## src/pks_map.svh

```systemverilog
// constants for the panel led and key matrix scanner
`ifndef PKS_MAP_SVH
`define PKS_MAP_SVH

`define PKS_CLK_PERIOD_NS      10
`define PKS_LED_COLS           4
`define PKS_LED_ROWS           8
`define PKS_KEY_ROWS           11
`define PKS_KEY_COLS           12
`define PKS_LED_COL_DWELL_NS   1000000
`define PKS_LED_COL_DWELL_CYC  ((`PKS_LED_COL_DWELL_NS + `PKS_CLK_PERIOD_NS - 1) / `PKS_CLK_PERIOD_NS)
`define PKS_KEY_ROW_DWELL_NS   100000
`define PKS_KEY_ROW_DWELL_CYC  ((`PKS_KEY_ROW_DWELL_NS + `PKS_CLK_PERIOD_NS - 1) / `PKS_CLK_PERIOD_NS)
`define PKS_KEY_SETTLE_NS      5000
`define PKS_KEY_SETTLE_CYC     ((`PKS_KEY_SETTLE_NS + `PKS_CLK_PERIOD_NS - 1) / `PKS_CLK_PERIOD_NS)
`define PKS_DEBOUNCE_SCANS     3
`define PKS_LED_COL_RST        4'h1
`define PKS_LED_ROW_RST        8'hff
`define PKS_KEY_ROW_RST        11'h001

`endif

```

## src/pks_pkg.sv

```systemverilog
// types for the panel led and key matrix scanner
`default_nettype none
`include "pks_map.svh"

package pks_pkg;
    typedef logic [`PKS_LED_COLS-1:0]                 pks_led_col_t;
    typedef logic [`PKS_LED_ROWS-1:0]                 pks_led_row_t;
    typedef logic [`PKS_LED_COLS*`PKS_LED_ROWS-1:0]   pks_led_pat_t;
    typedef logic [`PKS_KEY_ROWS-1:0]                 pks_key_row_t;
    typedef logic [`PKS_KEY_COLS-1:0]                 pks_key_col_t;
    typedef logic [3:0]                               pks_idx_t;
    typedef logic [16:0]                              pks_cnt_t;
    typedef enum logic { PKS_PH_SETTLE, PKS_PH_HOLD } pks_phase_t;
endpackage

`default_nettype wire

```

## src/pks_led_if.sv

```systemverilog
// carrier between the scanner top and the led column driver
`default_nettype none

interface pks_led_if;
    import pks_pkg::*;
    pks_led_pat_t pattern;
    pks_led_col_t col_en;
    pks_led_row_t row_n;
    modport drv (input pattern, output col_en, output row_n);
    modport ctl (output pattern, input col_en, input row_n);
endinterface

`default_nettype wire

```

## src/pks_led_drive.sv

```systemverilog
// led matrix column multiplexer
`default_nettype none
`include "pks_map.svh"

module pks_led_drive
    import pks_pkg::*;
#(
    parameter int COL_DWELL_CYC = `PKS_LED_COL_DWELL_CYC
) (
    input wire logic core_clk,
    input wire logic rstn,
    pks_led_if.drv   led
);
    pks_cnt_t     tick_q;
    logic [1:0]   col_q;
    logic [1:0]   col_d;
    logic         wrap;
    pks_led_col_t col_en_q;
    pks_led_row_t row_n_q;

    assign wrap = (tick_q == pks_cnt_t'(COL_DWELL_CYC - 1));

    always_comb begin
        col_d = wrap ? col_q + 2'h1 : col_q;
    end

    always_ff @(posedge core_clk) begin
        if (!rstn) begin
            tick_q <= '0;
        end else if (wrap) begin
            tick_q <= '0;
        end else begin
            tick_q <= tick_q + 17'h00001;
        end
    end

    // one column group at a time, high enables its anodes
    always_ff @(posedge core_clk) begin
        if (!rstn) begin
            col_q    <= 2'h0;
            col_en_q <= `PKS_LED_COL_RST;
        end else begin
            col_q    <= col_d;
            col_en_q <= pks_led_col_t'(4'h1 << col_d);
        end
    end

    // low sinks the cathodes of lit leds in the active column
    always_ff @(posedge core_clk) begin
        if (!rstn) begin
            row_n_q <= `PKS_LED_ROW_RST;
        end else begin
            row_n_q <= ~led.pattern[{col_d, 3'h0} +: `PKS_LED_ROWS];
        end
    end

    assign led.col_en = col_en_q;
    assign led.row_n  = row_n_q;
endmodule // pks_led_drive

`default_nettype wire

```

## src/pks_scan_top.sv

```systemverilog
// panel led matrix driver and key matrix scanner
// What this block does
// LED matrix has four column groups; columns and rows driven separately.
// A column is enabled by driving its control output high.
// A row is enabled by driving its control output low.
// An LED lights only where its column and row enables coincide.
// Key matrix of eleven driven rows and twelve sensed columns.
// Test signal drives key rows one at a time, in sequence.
// Pressed key couples the driven row onto its column; columns are watched.
// Key identity is driven row number combined with the sensing column number.
// Sample after settling; report presses only after several stable scans.
`default_nettype none
`include "pks_map.svh"

module pks_scan_top
    import pks_pkg::*;
#(
    parameter int ROW_DWELL_CYC = `PKS_KEY_ROW_DWELL_CYC,
    parameter int COL_DWELL_CYC = `PKS_LED_COL_DWELL_CYC
) (
    input  wire logic   core_clk,
    input  wire logic   rstn,
    input  wire logic [31:0] led_pattern,
    output var  logic [3:0]  led_col_en,
    output var  logic [7:0]  led_row_n,
    output var  logic [10:0] key_row_out,
    input  wire logic [11:0] key_col_in,
    output var  logic        key_press,
    output var  logic        key_release,
    output var  logic        key_held,
    output var  logic [3:0]  key_row_idx,
    output var  logic [3:0]  key_col_idx
);
    localparam logic [1:0] DEB = 2'(`PKS_DEBOUNCE_SCANS);

    pks_led_if    led_bus ();
    pks_key_col_t col_meta_q;
    pks_key_col_t col_sync_q;
    pks_cnt_t     dwell_q;
    pks_phase_t   phase_q;
    pks_idx_t     row_idx_q;
    pks_key_row_t key_row_q;
    logic         row_end;
    logic         frame_end;
    logic         sample;
    logic         frame_hit_q;
    pks_idx_t     frame_row_q;
    pks_idx_t     frame_col_q;
    logic         prev_hit_q;
    logic [7:0]   prev_code_q;
    logic [1:0]   stable_q;
    logic [1:0]   stable_d;
    logic         same;
    logic         press_q;
    logic         release_q;
    logic         held_q;
    pks_idx_t     hrow_q;
    pks_idx_t     hcol_q;

    function automatic pks_idx_t first_col(input pks_key_col_t c);
        pks_idx_t r;
        r = 4'h0;
        for (int i = `PKS_KEY_COLS - 1; i >= 0; i--) begin
            if (c[i]) begin
                r = 4'(i);
            end
        end
        return r;
    endfunction

    ////////////////////////////////////////////////////////////////////////////////
    // led side
    assign led_bus.pattern = led_pattern;

    pks_led_drive #(
        .COL_DWELL_CYC (COL_DWELL_CYC)
    ) u_led (
        .core_clk (core_clk),
        .rstn     (rstn),
        .led      (led_bus.drv)
    );

    assign led_col_en = led_bus.col_en;
    assign led_row_n  = led_bus.row_n;

    ////////////////////////////////////////////////////////////////////////////////
    // column pins into the clock domain
    always_ff @(posedge core_clk) begin
        if (!rstn) begin
            col_meta_q <= '0;
            col_sync_q <= '0;
        end else begin
            col_meta_q <= key_col_in;
            col_sync_q <= col_meta_q;
        end
    end

    ////////////////////////////////////////////////////////////////////////////////
    // row stepping; settle must stay below the row dwell
    assign row_end   = (dwell_q == pks_cnt_t'(ROW_DWELL_CYC - 1));
    assign frame_end = row_end && (row_idx_q == 4'(`PKS_KEY_ROWS - 1));
    assign sample    = (phase_q == PKS_PH_SETTLE) &&
                       (dwell_q == pks_cnt_t'(`PKS_KEY_SETTLE_CYC));

    always_ff @(posedge core_clk) begin
        if (!rstn) begin
            dwell_q <= '0;
        end else if (row_end) begin
            dwell_q <= '0;
        end else begin
            dwell_q <= dwell_q + 17'h00001;
        end
    end

    always_ff @(posedge core_clk) begin
        if (!rstn) begin
            phase_q <= PKS_PH_SETTLE;
        end else begin
            unique case (phase_q)
                PKS_PH_SETTLE: if (sample) begin
                    phase_q <= PKS_PH_HOLD;
                end
                PKS_PH_HOLD: if (row_end) begin
                    phase_q <= PKS_PH_SETTLE;
                end
            endcase
        end
    end

    always_ff @(posedge core_clk) begin
        if (!rstn) begin
            row_idx_q <= 4'h0;
            key_row_q <= `PKS_KEY_ROW_RST;
        end else if (row_end) begin
            row_idx_q <= frame_end ? 4'h0 : row_idx_q + 4'h1;
            key_row_q <= frame_end ? `PKS_KEY_ROW_RST : {key_row_q[9:0], 1'b0};
        end
    end

    assign key_row_out = key_row_q;

    ////////////////////////////////////////////////////////////////////////////////
    // first coupled key of a frame
    always_ff @(posedge core_clk) begin
        if (!rstn) begin
            frame_hit_q <= 1'b0;
            frame_row_q <= 4'h0;
            frame_col_q <= 4'h0;
        end else if (frame_end) begin
            frame_hit_q <= 1'b0;
        end else if (sample && |col_sync_q && !frame_hit_q) begin
            frame_hit_q <= 1'b1;
            frame_row_q <= row_idx_q;
            frame_col_q <= first_col(col_sync_q);
        end
    end

    ////////////////////////////////////////////////////////////////////////////////
    // debounce across whole scans
    always_comb begin
        same = (frame_hit_q == prev_hit_q) &&
               (!frame_hit_q || {frame_row_q, frame_col_q} == prev_code_q);
        if (!same) begin
            stable_d = 2'h1;
        end else if (stable_q == DEB) begin
            stable_d = DEB;
        end else begin
            stable_d = stable_q + 2'h1;
        end
    end

    always_ff @(posedge core_clk) begin
        if (!rstn) begin
            prev_hit_q  <= 1'b0;
            prev_code_q <= 8'h00;
            stable_q    <= 2'h0;
        end else if (frame_end) begin
            prev_hit_q  <= frame_hit_q;
            prev_code_q <= {frame_row_q, frame_col_q};
            stable_q    <= stable_d;
        end
    end

    always_ff @(posedge core_clk) begin
        if (!rstn) begin
            press_q   <= 1'b0;
            release_q <= 1'b0;
            held_q    <= 1'b0;
            hrow_q    <= 4'h0;
            hcol_q    <= 4'h0;
        end else begin
            press_q   <= 1'b0;
            release_q <= 1'b0;
            if (frame_end && stable_d == DEB) begin
                if (frame_hit_q &&
                    (!held_q || {frame_row_q, frame_col_q} != {hrow_q, hcol_q})) begin
                    press_q <= 1'b1;
                    held_q  <= 1'b1;
                    hrow_q  <= frame_row_q;
                    hcol_q  <= frame_col_q;
                end else if (!frame_hit_q && held_q) begin
                    release_q <= 1'b1;
                    held_q    <= 1'b0;
                end
            end
        end
    end

    assign key_press   = press_q;
    assign key_release = release_q;
    assign key_held    = held_q;
    assign key_row_idx = hrow_q;
    assign key_col_idx = hcol_q;
endmodule // pks_scan_top

`default_nettype wire

```

## config.mk

```make
export PLATFORM = sky130hd
export DESIGN_NAME = pks_scan_top
export DESIGN_NICKNAME = d
export VERILOG_FILES = /design/src/pks_pkg.sv /design/src/pks_led_if.sv /design/src/pks_led_drive.sv /design/src/pks_scan_top.sv
export VERILOG_INCLUDE_DIRS = /design/src
export SDC_FILE = /design/constraint.sdc
export NUM_CORES = 1
export LEC_CHECK = 0
export BUFFER_PORTS_ARGS = -buffer_cell sky130_fd_sc_hd__buf_4
export CAP_MARGIN = 20
export CORE_MARGIN = 1
export CORE_UTILIZATION = 45
export DETAILED_ROUTE_END_ITERATION = 10
export PLACE_DENSITY = 0.72
export SYNTH_ARGS = -nofsm -noshare
export SYNTH_HDL_FRONTEND = slang
export SYNTH_SLANG_ARGS = --single-unit
```

## constraint.sdc

```tcl
create_clock -name core_clk -period 1.95 [get_ports core_clk]
set_input_delay 0.0975 -clock core_clk [delete_from_list [all_inputs] [get_ports core_clk]]
set_output_delay 0.0975 -clock core_clk [all_outputs]
set_load 0.01 [all_outputs]
```

==> results of run 1 <==
[state kept, by name, indices dropped and copies added, names as in the netlist]
| signal | count |
|---|---|
| phase_q | 1 |
| frame_col_q | 4 |
| col_sync_q | 12 |
| key_row_idx | 4 |
| dwell_q | 17 |
| u_led.col_q | 2 |
| col_meta_q | 12 |
| prev_hit_q | 1 |
| key_col_idx | 4 |
| frame_hit_q | 1 |
| prev_code_q | 8 |
| key_release | 1 |
| frame_row_q | 4 |
| key_held | 1 |
| u_led.led.row_n | 8 |
| stable_q | 2 |
| key_row_out | 11 |
| u_led.tick_q | 17 |
| u_led.led.col_en | 4 |
| key_press | 1 |
| row_idx_q | 4 |
[cell usage in the layout (no fill, tap or decap), types with 4 or more instances in the layout]
cell type and instances:
dlygate4sd3_1 12, a31o_2 5, o31ai_4 4, mux2_2 13, buf_4 121, o22ai_1 4, inv_1 12, dfxtp_1 112
nand3_1 31, clkbuf_16 17, nand4_1 17, and2_1 27, or3_1 6, o21ai_0 5, xnor2_1 39, dfxtp_2 4
and3_1 8, o31ai_2 5, nor3_1 12, mux2i_1 28, a21oi_1 21, clkinvlp_4 5, xor2_1 11, nand2_1 43
nor2_1 78, ha_1 4
[logic make-up after synthesis]
kind of cell / synth area share (%)
simple gates: 25.8
flops: 45.2
compound gates: 8.16
xor+xnor: 8.30
mux: 8.09
buf+inv: 3.34
fa+ha+maj: 1.19
[where the power goes]
| group | leakage (nW) | switching (mW) | internal (mW) |
|---|---|---|---|
| clock | 0.265 | 1.15 | 1.79 |
| combinational | 1.51 | 0.115 | 0.153 |
| sequential | 0.971 | 0.0265 | 2.47 |
| total | 2.75 | 1.30 | 4.41 |
[critical path: stages (launching register included)]
cell and delay (ns):
dfxtp_4 0.38, ha_4 0.13, and3_4 0.20, nand4_2 0.13, or4_4 0.58, buf_12 0.17, o31ai_4 0.20, a21oi_2 0.08
[metal layers]
metal | GRT usage (%) | part of all wire (%)
met5 | 0 | 0
met3 | 6.00 | 4.3
met2 | 35.3 | 50
met4 | 8.55 | 2.2
met1 | 26.3 | 44
[through the flow]
stage / cell area (um2) / utilization, %
finish: 7150 / 62.6
global route: 7150 / 62.6
CTS: 6930 / 60.7
detailed placement: 6230 / 54.6
global placement: 6230 / 54.6
floorplan: 5280 / -
[final cells by class]
cell class	instances	area, um2	share of cell area (%)
multi-input combinational	417	2860	39.9
sequential	119	2400	33.5
timing repair buffer	138	1100	15.4
clock buffer	18	439	6.14
tap	143	179	2.50
clock inverter	14	126	1.77
inverter	13	48.8	0.682
[worst max-delay path by stage]
stage	end	slack (ns)	from
finish	key_row_idx[1]	-0.06	dwell_q[0]
global route	key_row_idx[1]	-0.15	dwell_q[13]
CTS	frame_row_q[0]	0.003	dwell_q[4]
detailed placement	frame_row_q[2]	-0.08	col_sync_q[8]
global placement	frame_row_q[3]	-0.004	dwell_q[5]
floorplan	key_col_idx[0]	0.03	dwell_q[0]
[timing repair]
item                                   in CTS  in global routing
endpoints found under the hold margin      12                  0
buffers inserted                            0                  7
resized for setup                           3                 35
hold buffers                               12                  0
pin swaps                                   0                  9
setup endpoints to repair                   6                 22
==> results_dict.tcl, run 1 <==
set metrics [dict create \
    start_util_pct 46.2 \
    yosysUniqueCellTypes 60 \
    drc 0 \
    fillCellCount 944 \
    async_reset_ff_share_pct 0 \
    dieWidth_um 110 \
    finalPower_mw 5.71 \
    cts_max_level 4 \
    yosys.area.top_type_share_pct 45.2 \
    io_pins 80 \
    avgSynthCellArea_um2 9.21 \
    path_max_fanout 5 \
    yosys-top-cells-count "119 x dfxtp_1, 78 x nor2_1, 43 x nand2_1" \
    hold_violations 0 \
    period_share_pct 103 \
    synthFlopType "dfxtp_1" \
    cts.clk_slew.worst_paths_ns 0.06 \
    final.setup.tns_ns -0.425 \
    layoutNonFillerInstCount 862 \
    post-synth-top-count-cell "dfxtp_1" \
    cts_tree "yes" \
    die_area_um2 12200 \
    hold_slack_ns 0.0326 \
    grt_overflow 0 \
    cts_max_path_buffers 2 \
    min_period_ns 2.01 \
    num_antenna_cells 0 \
    synth_nets 624 \
    synth_cells 573 \
    drtIter0Drc 230 \
    synth-edff-count 0 \
    timing.final.max_slew_violations 0 \
    grt_max_degree 41 \
    cts_sinks 119 \
    yosysSeqAreaShare_pct 45.2 \
    fp.coreArea_um2 11400 \
    hold_start "led_pattern[8]" \
    nNetsFinal 757 \
    placed_cells 811 \
    r2r_cells 7 \
    violations "negative setup slack" \
    synth_area_um2 5280 \
    startpoint_type "flip-flop" \
    drv_cap 0 \
    tightest_slew_ns 0.687 \
    drt-vias-per-instance 5.23 \
    dr.pass1.iters 4 \
    ir_worst_vdd_v 0.000722 \
    setup_slack_ns -0.0594 \
    setup_viol 9 \
    grt_usage_pct 21.4 \
    antenna_found_initial 0 \
    finClkSkew_ns 0.00648 \
    p_leak_nw 2.75 \
    drive_above_1_share_pct 29.6 \
    postRouteAntennaNets 0 \
    dp_hpwl_mm 8.60 \
    numCtsBuffers 17 \
    pre_cts_slack_ns -0.0803 \
    crit_arrival_ns 2.29 \
    place_congestion 0.847 \
    status "finished, violations left" \
    hold_end "u_led.led.row_n[0]" \
    die_h_um 110 \
    io_buffers 79 \
    rows 39 \
    yosysWarnings 0 \
    areaGrowthSynthToFinish_pct 35.6 \
    ys_top_cells_by_area "dfxtp_1 45%, xnor2_1 6.5%, nor2_1 5.6%" \
    grt_pass1_wl_mm 19.9 \
    crit_type "reg -> reg" \
    regToRegEndpoint "key_row_idx[1]" \
    endpoint_kind "flip-flop" \
    ys_ff_latch 119 \
    power_density_nw_per_um2 799 \
    rr_startpoint "dwell_q[0]" \
    clk_latency_ns 0.42 \
    synth_largest_area_cell "dfxtp_1" \
    finalWirelength_mm 12.5 \
    rsz0062_at_grt "true" \
    grt_pass1_vias 4376 \
    cts_root_buf "clkbuf_16" \
    timing.fmax_ghz 0.498 \
    critPathRequiredTime_ns 2.23 \
    num_vias 4509 \
    rrSetupSlack_ns -0.06 \
    holdPathStages 3 \
    worst_hold_path_type "in -> reg" \
    wl_per_cell_um 14.5 \
    slew_headroom_pct 54.1 \
]
Power figures use the tool's default switching activity.
==> inputs of run 2 (changes only) <==
RECOVER_POWER = 50   (was not set)
==> run 2 against run 1 <==
The run still ends with negative setup slack left. Setup slack improved by 0.00077 ns. Sequential cell count stayed put. Power fell by 0.38%. Worst hold slack better by 0.0052 ns. Fmax barely moved. Combinational power is 5% lower. Final area is 2.0% lower. Routed wire length shrank 0.12%. Highest routed layer unchanged.
==> results_dict.tcl, run 2 (same netlist as run 1, synthesis figures left out) <==
set metrics [dict create \
    status "finished, violations left" \
    violations "negative setup slack" \
    cts_tree "yes" \
    final_common_cell "dfxtp_1" \
    worst_hold_path_type "in -> reg" \
    reg.largest.list "dwell_q: 17 flops, u_led.tick_q: 17 flops" \
    slew_headroom_pct 54.7 \
    endpoint_kind "flip-flop" \
    place_congestion 0.847 \
    drive_above_1_share_pct 24.9 \
    wl_per_cell_um 14.4 \
    final.setup.tns_ns -0.413 \
    min_period_ns 2.01 \
    setup_viol 9 \
    dp_hpwl_mm 8.60 \
    areaGrowthSynthToFinish_pct 32.9 \
    crit_path_top_delay_cell "or4_4" \
    rsz0062_at_grt "true" \
    grt_overflow 0 \
    pre_cts_slack_ns -0.0803 \
    dr.pass1.iters 4 \
    grt_pass1_wl_mm 19.9 \
    antenna_found_initial 0 \
    clk_latency_ns 0.41 \
    critPathRequiredTime_ns 2.22 \
    cts_max_level 4 \
    crit_chain "ha_4, and3_4, nand4_2, or4_4, buf_12, o31ai_4, a21oi_2" \
    layout_common_cells "112 x dfxtp_1, 78 x nor2_1, 78 x buf_4" \
    period_share_pct 103 \
    drv_cap 0 \
    grt_pass1_vias 4376 \
    cts_root_buf "clkbuf_16" \
    setup_slack_ns -0.0586 \
    crit_type "reg -> reg" \
    ir_worst_vdd_v 0.000722 \
    grt_max_degree 41 \
    worst_path_largest_cell_delay_ns 0.58 \
    numCtsBuffers 17 \
    cts_max_path_buffers 2 \
    fin_util_pct 61.4 \
    num_vias 4510 \
    cts.clk_slew.worst_paths_ns 0.06 \
    start_util_pct 46.2 \
    fp.coreArea_um2 11400 \
    crit_arrival_ns 2.28 \
    drt-vias-per-instance 5.23 \
    finalPower_mw 5.69 \
    num_antenna_cells 0 \
    hold_violations 0 \
    die_area_um2 12200 \
    io_buffers 79 \
    p_leak_nw 2.60 \
    postRouteAntennaNets 0 \
    drc 0 \
    cts_sinks 119 \
    dieWidth_um 110 \
    finalWirelength_mm 12.4 \
    path_max_fanout 5 \
    startpoint_type "flip-flop" \
    nNetsFinal 757 \
    fillCellCount 981 \
    rows 39 \
    tightest_slew_ns 0.679 \
    drtIter0Drc 197 \
    finClkSkew_ns 0.00551 \
    timing.fmax_ghz 0.498 \
    timing.final.max_slew_violations 0 \
    power_density_nw_per_um2 812 \
    die_h_um 110 \
    grt_usage_pct 21.4 \
    io_pins 80 \
]
==> run 2: cell count changes in the layout (fill, tap and decap cells not counted), sizes merged <==
cell	change
buf	-44
clkbuf	+44
==> run 2: power breakdown <==
group | internal [mW] | leakage, nW | total, mW | switching, mW
Combinational | 0.141 | 1.37 | 0.256 | 0.115
Sequential | 2.47 | 0.971 | 2.50 | 0.0262
Clock | 1.79 | 0.265 | 2.93 | 1.14
Total | 4.40 | 2.60 | 5.69 | 1.29
==> run 2: stage by stage <==
stage	hold slack [ns]	instances	cell area [um2]
3_3_place_gp	0.305	811	6230
6_report	0.0379	862	7010
4_1_cts	0.0249	855	6930
2_1_floorplan	0.225	573	5280
5_1_grt	0.0426	862	7010
3_5_place_dp	0.308	811	6230
==> run 2: final timing paths <==
path / start / to / slack, ns / cells past startpoint
worst min-delay path: led_pattern[24] / u_led.led.row_n[0] / 0.04 / 3
worst max register to register: dwell_q[0] / key_row_idx[1] / -0.06 / 7
worst min register to register: col_meta_q[8] / col_sync_q[8] / 0.43 / 1
worst max-delay path: dwell_q[0] / key_row_idx[1] / -0.06 / 7
==> run 2: per-layer routing <==
metal  up-vias  global-route usage, %  share of wire (%)
met5         -                      0                  0
met1      2139                   26.3                 44
met4         0                   8.55                1.6
met3        20                   6.00                4.2
met2        98                   35.3                 50
li1       2253                      -                  -
==> run 2: timing repair <==
action                     in CTS  in global routing
hold endpoints to repair       12                  0
setup endpoints to repair       6                 22
resized for setup               3                 35
pin swaps                       0                  9
hold buffers                   12                  0
buffers inserted                0                  7
==> run 2: cell type report <==
type	instances	area (um2)	area share, %
Clock buffer	18	439	6.27
Clock inverter	14	126	1.80
Inverter	13	48.8	0.696
Multi-Input combinational cell	417	2860	40.8
Sequential cell	119	2400	34.2
Tap cell	143	179	2.55
Timing Repair Buffer	138	960	13.7
==> run 2: worst max-delay path: cells and delay by family (launching register included) <==
| family | cells | cell delay (ns) |
|---|---|---|
| adder cells (fa/ha/maj) | 1 | 0.13 |
| buffers and inverters | 1 | 0.17 |
| AND/OR/NAND/NOR | 3 | 0.91 |
| AO/OA/AOI/OAI | 2 | 0.28 |
| flip-flops | 1 | 0.38 |
==> inputs of run 3 (changes only) <==
SETUP_SLACK_MARGIN = 0.5   (was not set)
==> run 3 against run 2 <==
The flow now finishes without violations. Utilization grew 8.2 points. Setup slack gained 0.080 ns. Non-clock buffer count grew 16. Clock skew grew 0.0045 ns. Cell count grew 2.2%. Count of clock-buffer cells in the layout grew 1. Power grew 6.9%. Via count grew 4.9%. First-iteration DRC count grew 0.51%. Sequential share of layout area shrank 3.8 points. Critical path type unchanged. Critical endpoint unchanged. Largest power group unchanged.
==> results_dict.tcl, run 3 (same netlist as run 1, synthesis figures left out) <==
set metrics [dict create \
    fp.coreArea_um2 11400 \
    io_pins 80 \
    critPathRequiredTime_ns 2.20 \
    cts_tree "yes" \
    crit_family "simple AND/OR/NAND/NOR gates" \
    timing.final.max_slew_violations 0 \
    ir_worst_vdd_v 0.000783 \
    worst_hold_path_type "in -> reg" \
    grt_overflow 0 \
    die_h_um 110 \
    path_max_fanout 5 \
    io_buffers 79 \
    final_common_cell "buf_4" \
    grt_max_degree 41 \
    num_vias 4733 \
    numCtsBuffers 17 \
    dp_hpwl_mm 8.43 \
    die_area_um2 12200 \
    cts_max_level 4 \
    nNetsFinal 776 \
    setup_viol 0 \
    layout_common_cells "115 x buf_4, 102 x dfxtp_1, 58 x nor2_1" \
    finalWirelength_mm 14.3 \
    worst_path_largest_cell_delay_ns 0.56 \
    period_share_pct 98.9 \
    finClkSkew_ns 0.0100 \
    postRouteAntennaNets 0 \
    rsz0062_at_grt "true" \
    crit_type "reg -> reg" \
    fillCellCount 819 \
    place_congestion 0.840 \
    cts_sinks 119 \
    cp.depth 6 \
    areaGrowthSynthToFinish_pct 50.5 \
    clk_latency_ns 0.41 \
    rrSetupSlack_ns 0.02 \
    hold_end "u_led.led.row_n[0]" \
    reg.largest.list "dwell_q: 17 flops, u_led.tick_q: 17 flops" \
    startpoint_type "flip-flop" \
    antenna_found_initial 0 \
    fin_util_pct 69.5 \
    min_period_ns 1.93 \
    holdPathStages 4 \
    regToRegEndpoint "key_row_idx[1]" \
    status "complete, no violations" \
    hold_violations 0 \
    cts_root_buf "clkbuf_16" \
    crit_chain "ha_4, and3_4, nand4_4, or4_4, o31ai_2, a21oi_1" \
    p_leak_nw 2.99 \
    slew_headroom_pct 52.3 \
    final.setup.tns_ns 0 \
    wl_per_cell_um 16.2 \
    drc 0 \
    grt_pass1_wl_mm 21.1 \
    dr.pass1.iters 4 \
    drt-vias-per-instance 5.37 \
    r2r_cells 6 \
    timing.fmax_ghz 0.519 \
    rr_startpoint "dwell_q[1]" \
    dieWidth_um 110 \
    power_density_nw_per_um2 766 \
    crit_arrival_ns 2.18 \
    hold_start "led_pattern[0]" \
    tightest_slew_ns 0.715 \
    drtIter0Drc 198 \
    drive_above_1_share_pct 41.9 \
    grt_usage_pct 22.7 \
    layoutNonFillerInstCount 881 \
    critical_path_buf_inv_count 0 \
    num_antenna_cells 0 \
    grt_pass1_vias 4610 \
    rows 39 \
    endpoint_kind "flip-flop" \
    start_util_pct 46.2 \
    cts_max_path_buffers 2 \
    crit_path_top_delay_cell "or4_4" \
    drv_cap 0 \
    cts.clk_slew.worst_paths_ns 0.05 \
    placed_cells 802 \
]
[run 3: cell count changes in the layout (fill, tap and decap cells not counted), sizes merged]
cell	delta
clkinv	+1
clkbuf	-34
clkinvlp	-2
or4	+1
nand2	+2
bufinv	+3
inv	-3
buf	+51
[run 3: worst min-delay path, stage by stage]
cell and delay [ns]:
buf_4 0.07, mux2i_1 0.05, nand3_1 0.08, o211ai_1 0.09
[run 3: how the worst max path moves through the flow]
stage / endpoint / from / slack (ns)
2_1_floorplan: key_col_idx[0] / dwell_q[1] / 0.13
3_3_place_gp: key_row_idx[3] / dwell_q[15] / 0.09
3_5_place_dp: key_col_idx[3] / dwell_q[12] / 0.008
4_1_cts: key_col_idx[0] / dwell_q[12] / 0.002
5_1_grt: key_col_idx[0] / dwell_q[1] / -0.02
6_report: key_row_idx[1] / dwell_q[1] / 0.02
[run 3: cell type report]
cell class | count | area (um2) | share of cell area [%]
clock buffers | 19 | 433 | 5.45
clock inverters | 13 | 180 | 2.27
inverters | 13 | 48.8 | 0.615
multi-input cells | 420 | 3340 | 42.0
flip-flops and latches | 119 | 2420 | 30.5
well taps | 143 | 179 | 2.25
repair buffers | 154 | 1340 | 16.9
[run 3: report_power, final]
group          switching, mW  internal, mW
Sequential            0.0299          2.47
Clock                   1.11          2.13
Combinational          0.148         0.194
[run 3: metal layers]
metal,part of all wire (%),up-vias,GRT usage [%]
met1,43,2292,26.6
met4,1.5,0,7.33
met5,0,-,0
met3,3.3,23,5.58
met2,53,111,40.2
li1,-,2307,-
[run 3: through the flow]
step	power (mW)	area [um2]	setup slack, ns	hold WS [ns]
2_1_floorplan	2.69	5430	0.128	0.225
3_3_place_gp	2.80	6320	0.0916	0.305
3_5_place_dp	2.81	6320	0.00753	0.309
4_1_cts	6.05	7480	0.00232	0.0301
5_1_grt	6.25	7940	-0.0162	0.0550
6_report	6.08	7940	0.0215	0.0289
[run 3: timing repair]
item	in CTS	in global routing
hold buffers	12	0
endpoints found under the hold margin	12	0
gates cloned	2	4
setup buffers	18	11
endpoints found under the setup margin	93	94
pin swaps	24	37
resized for setup	53	73
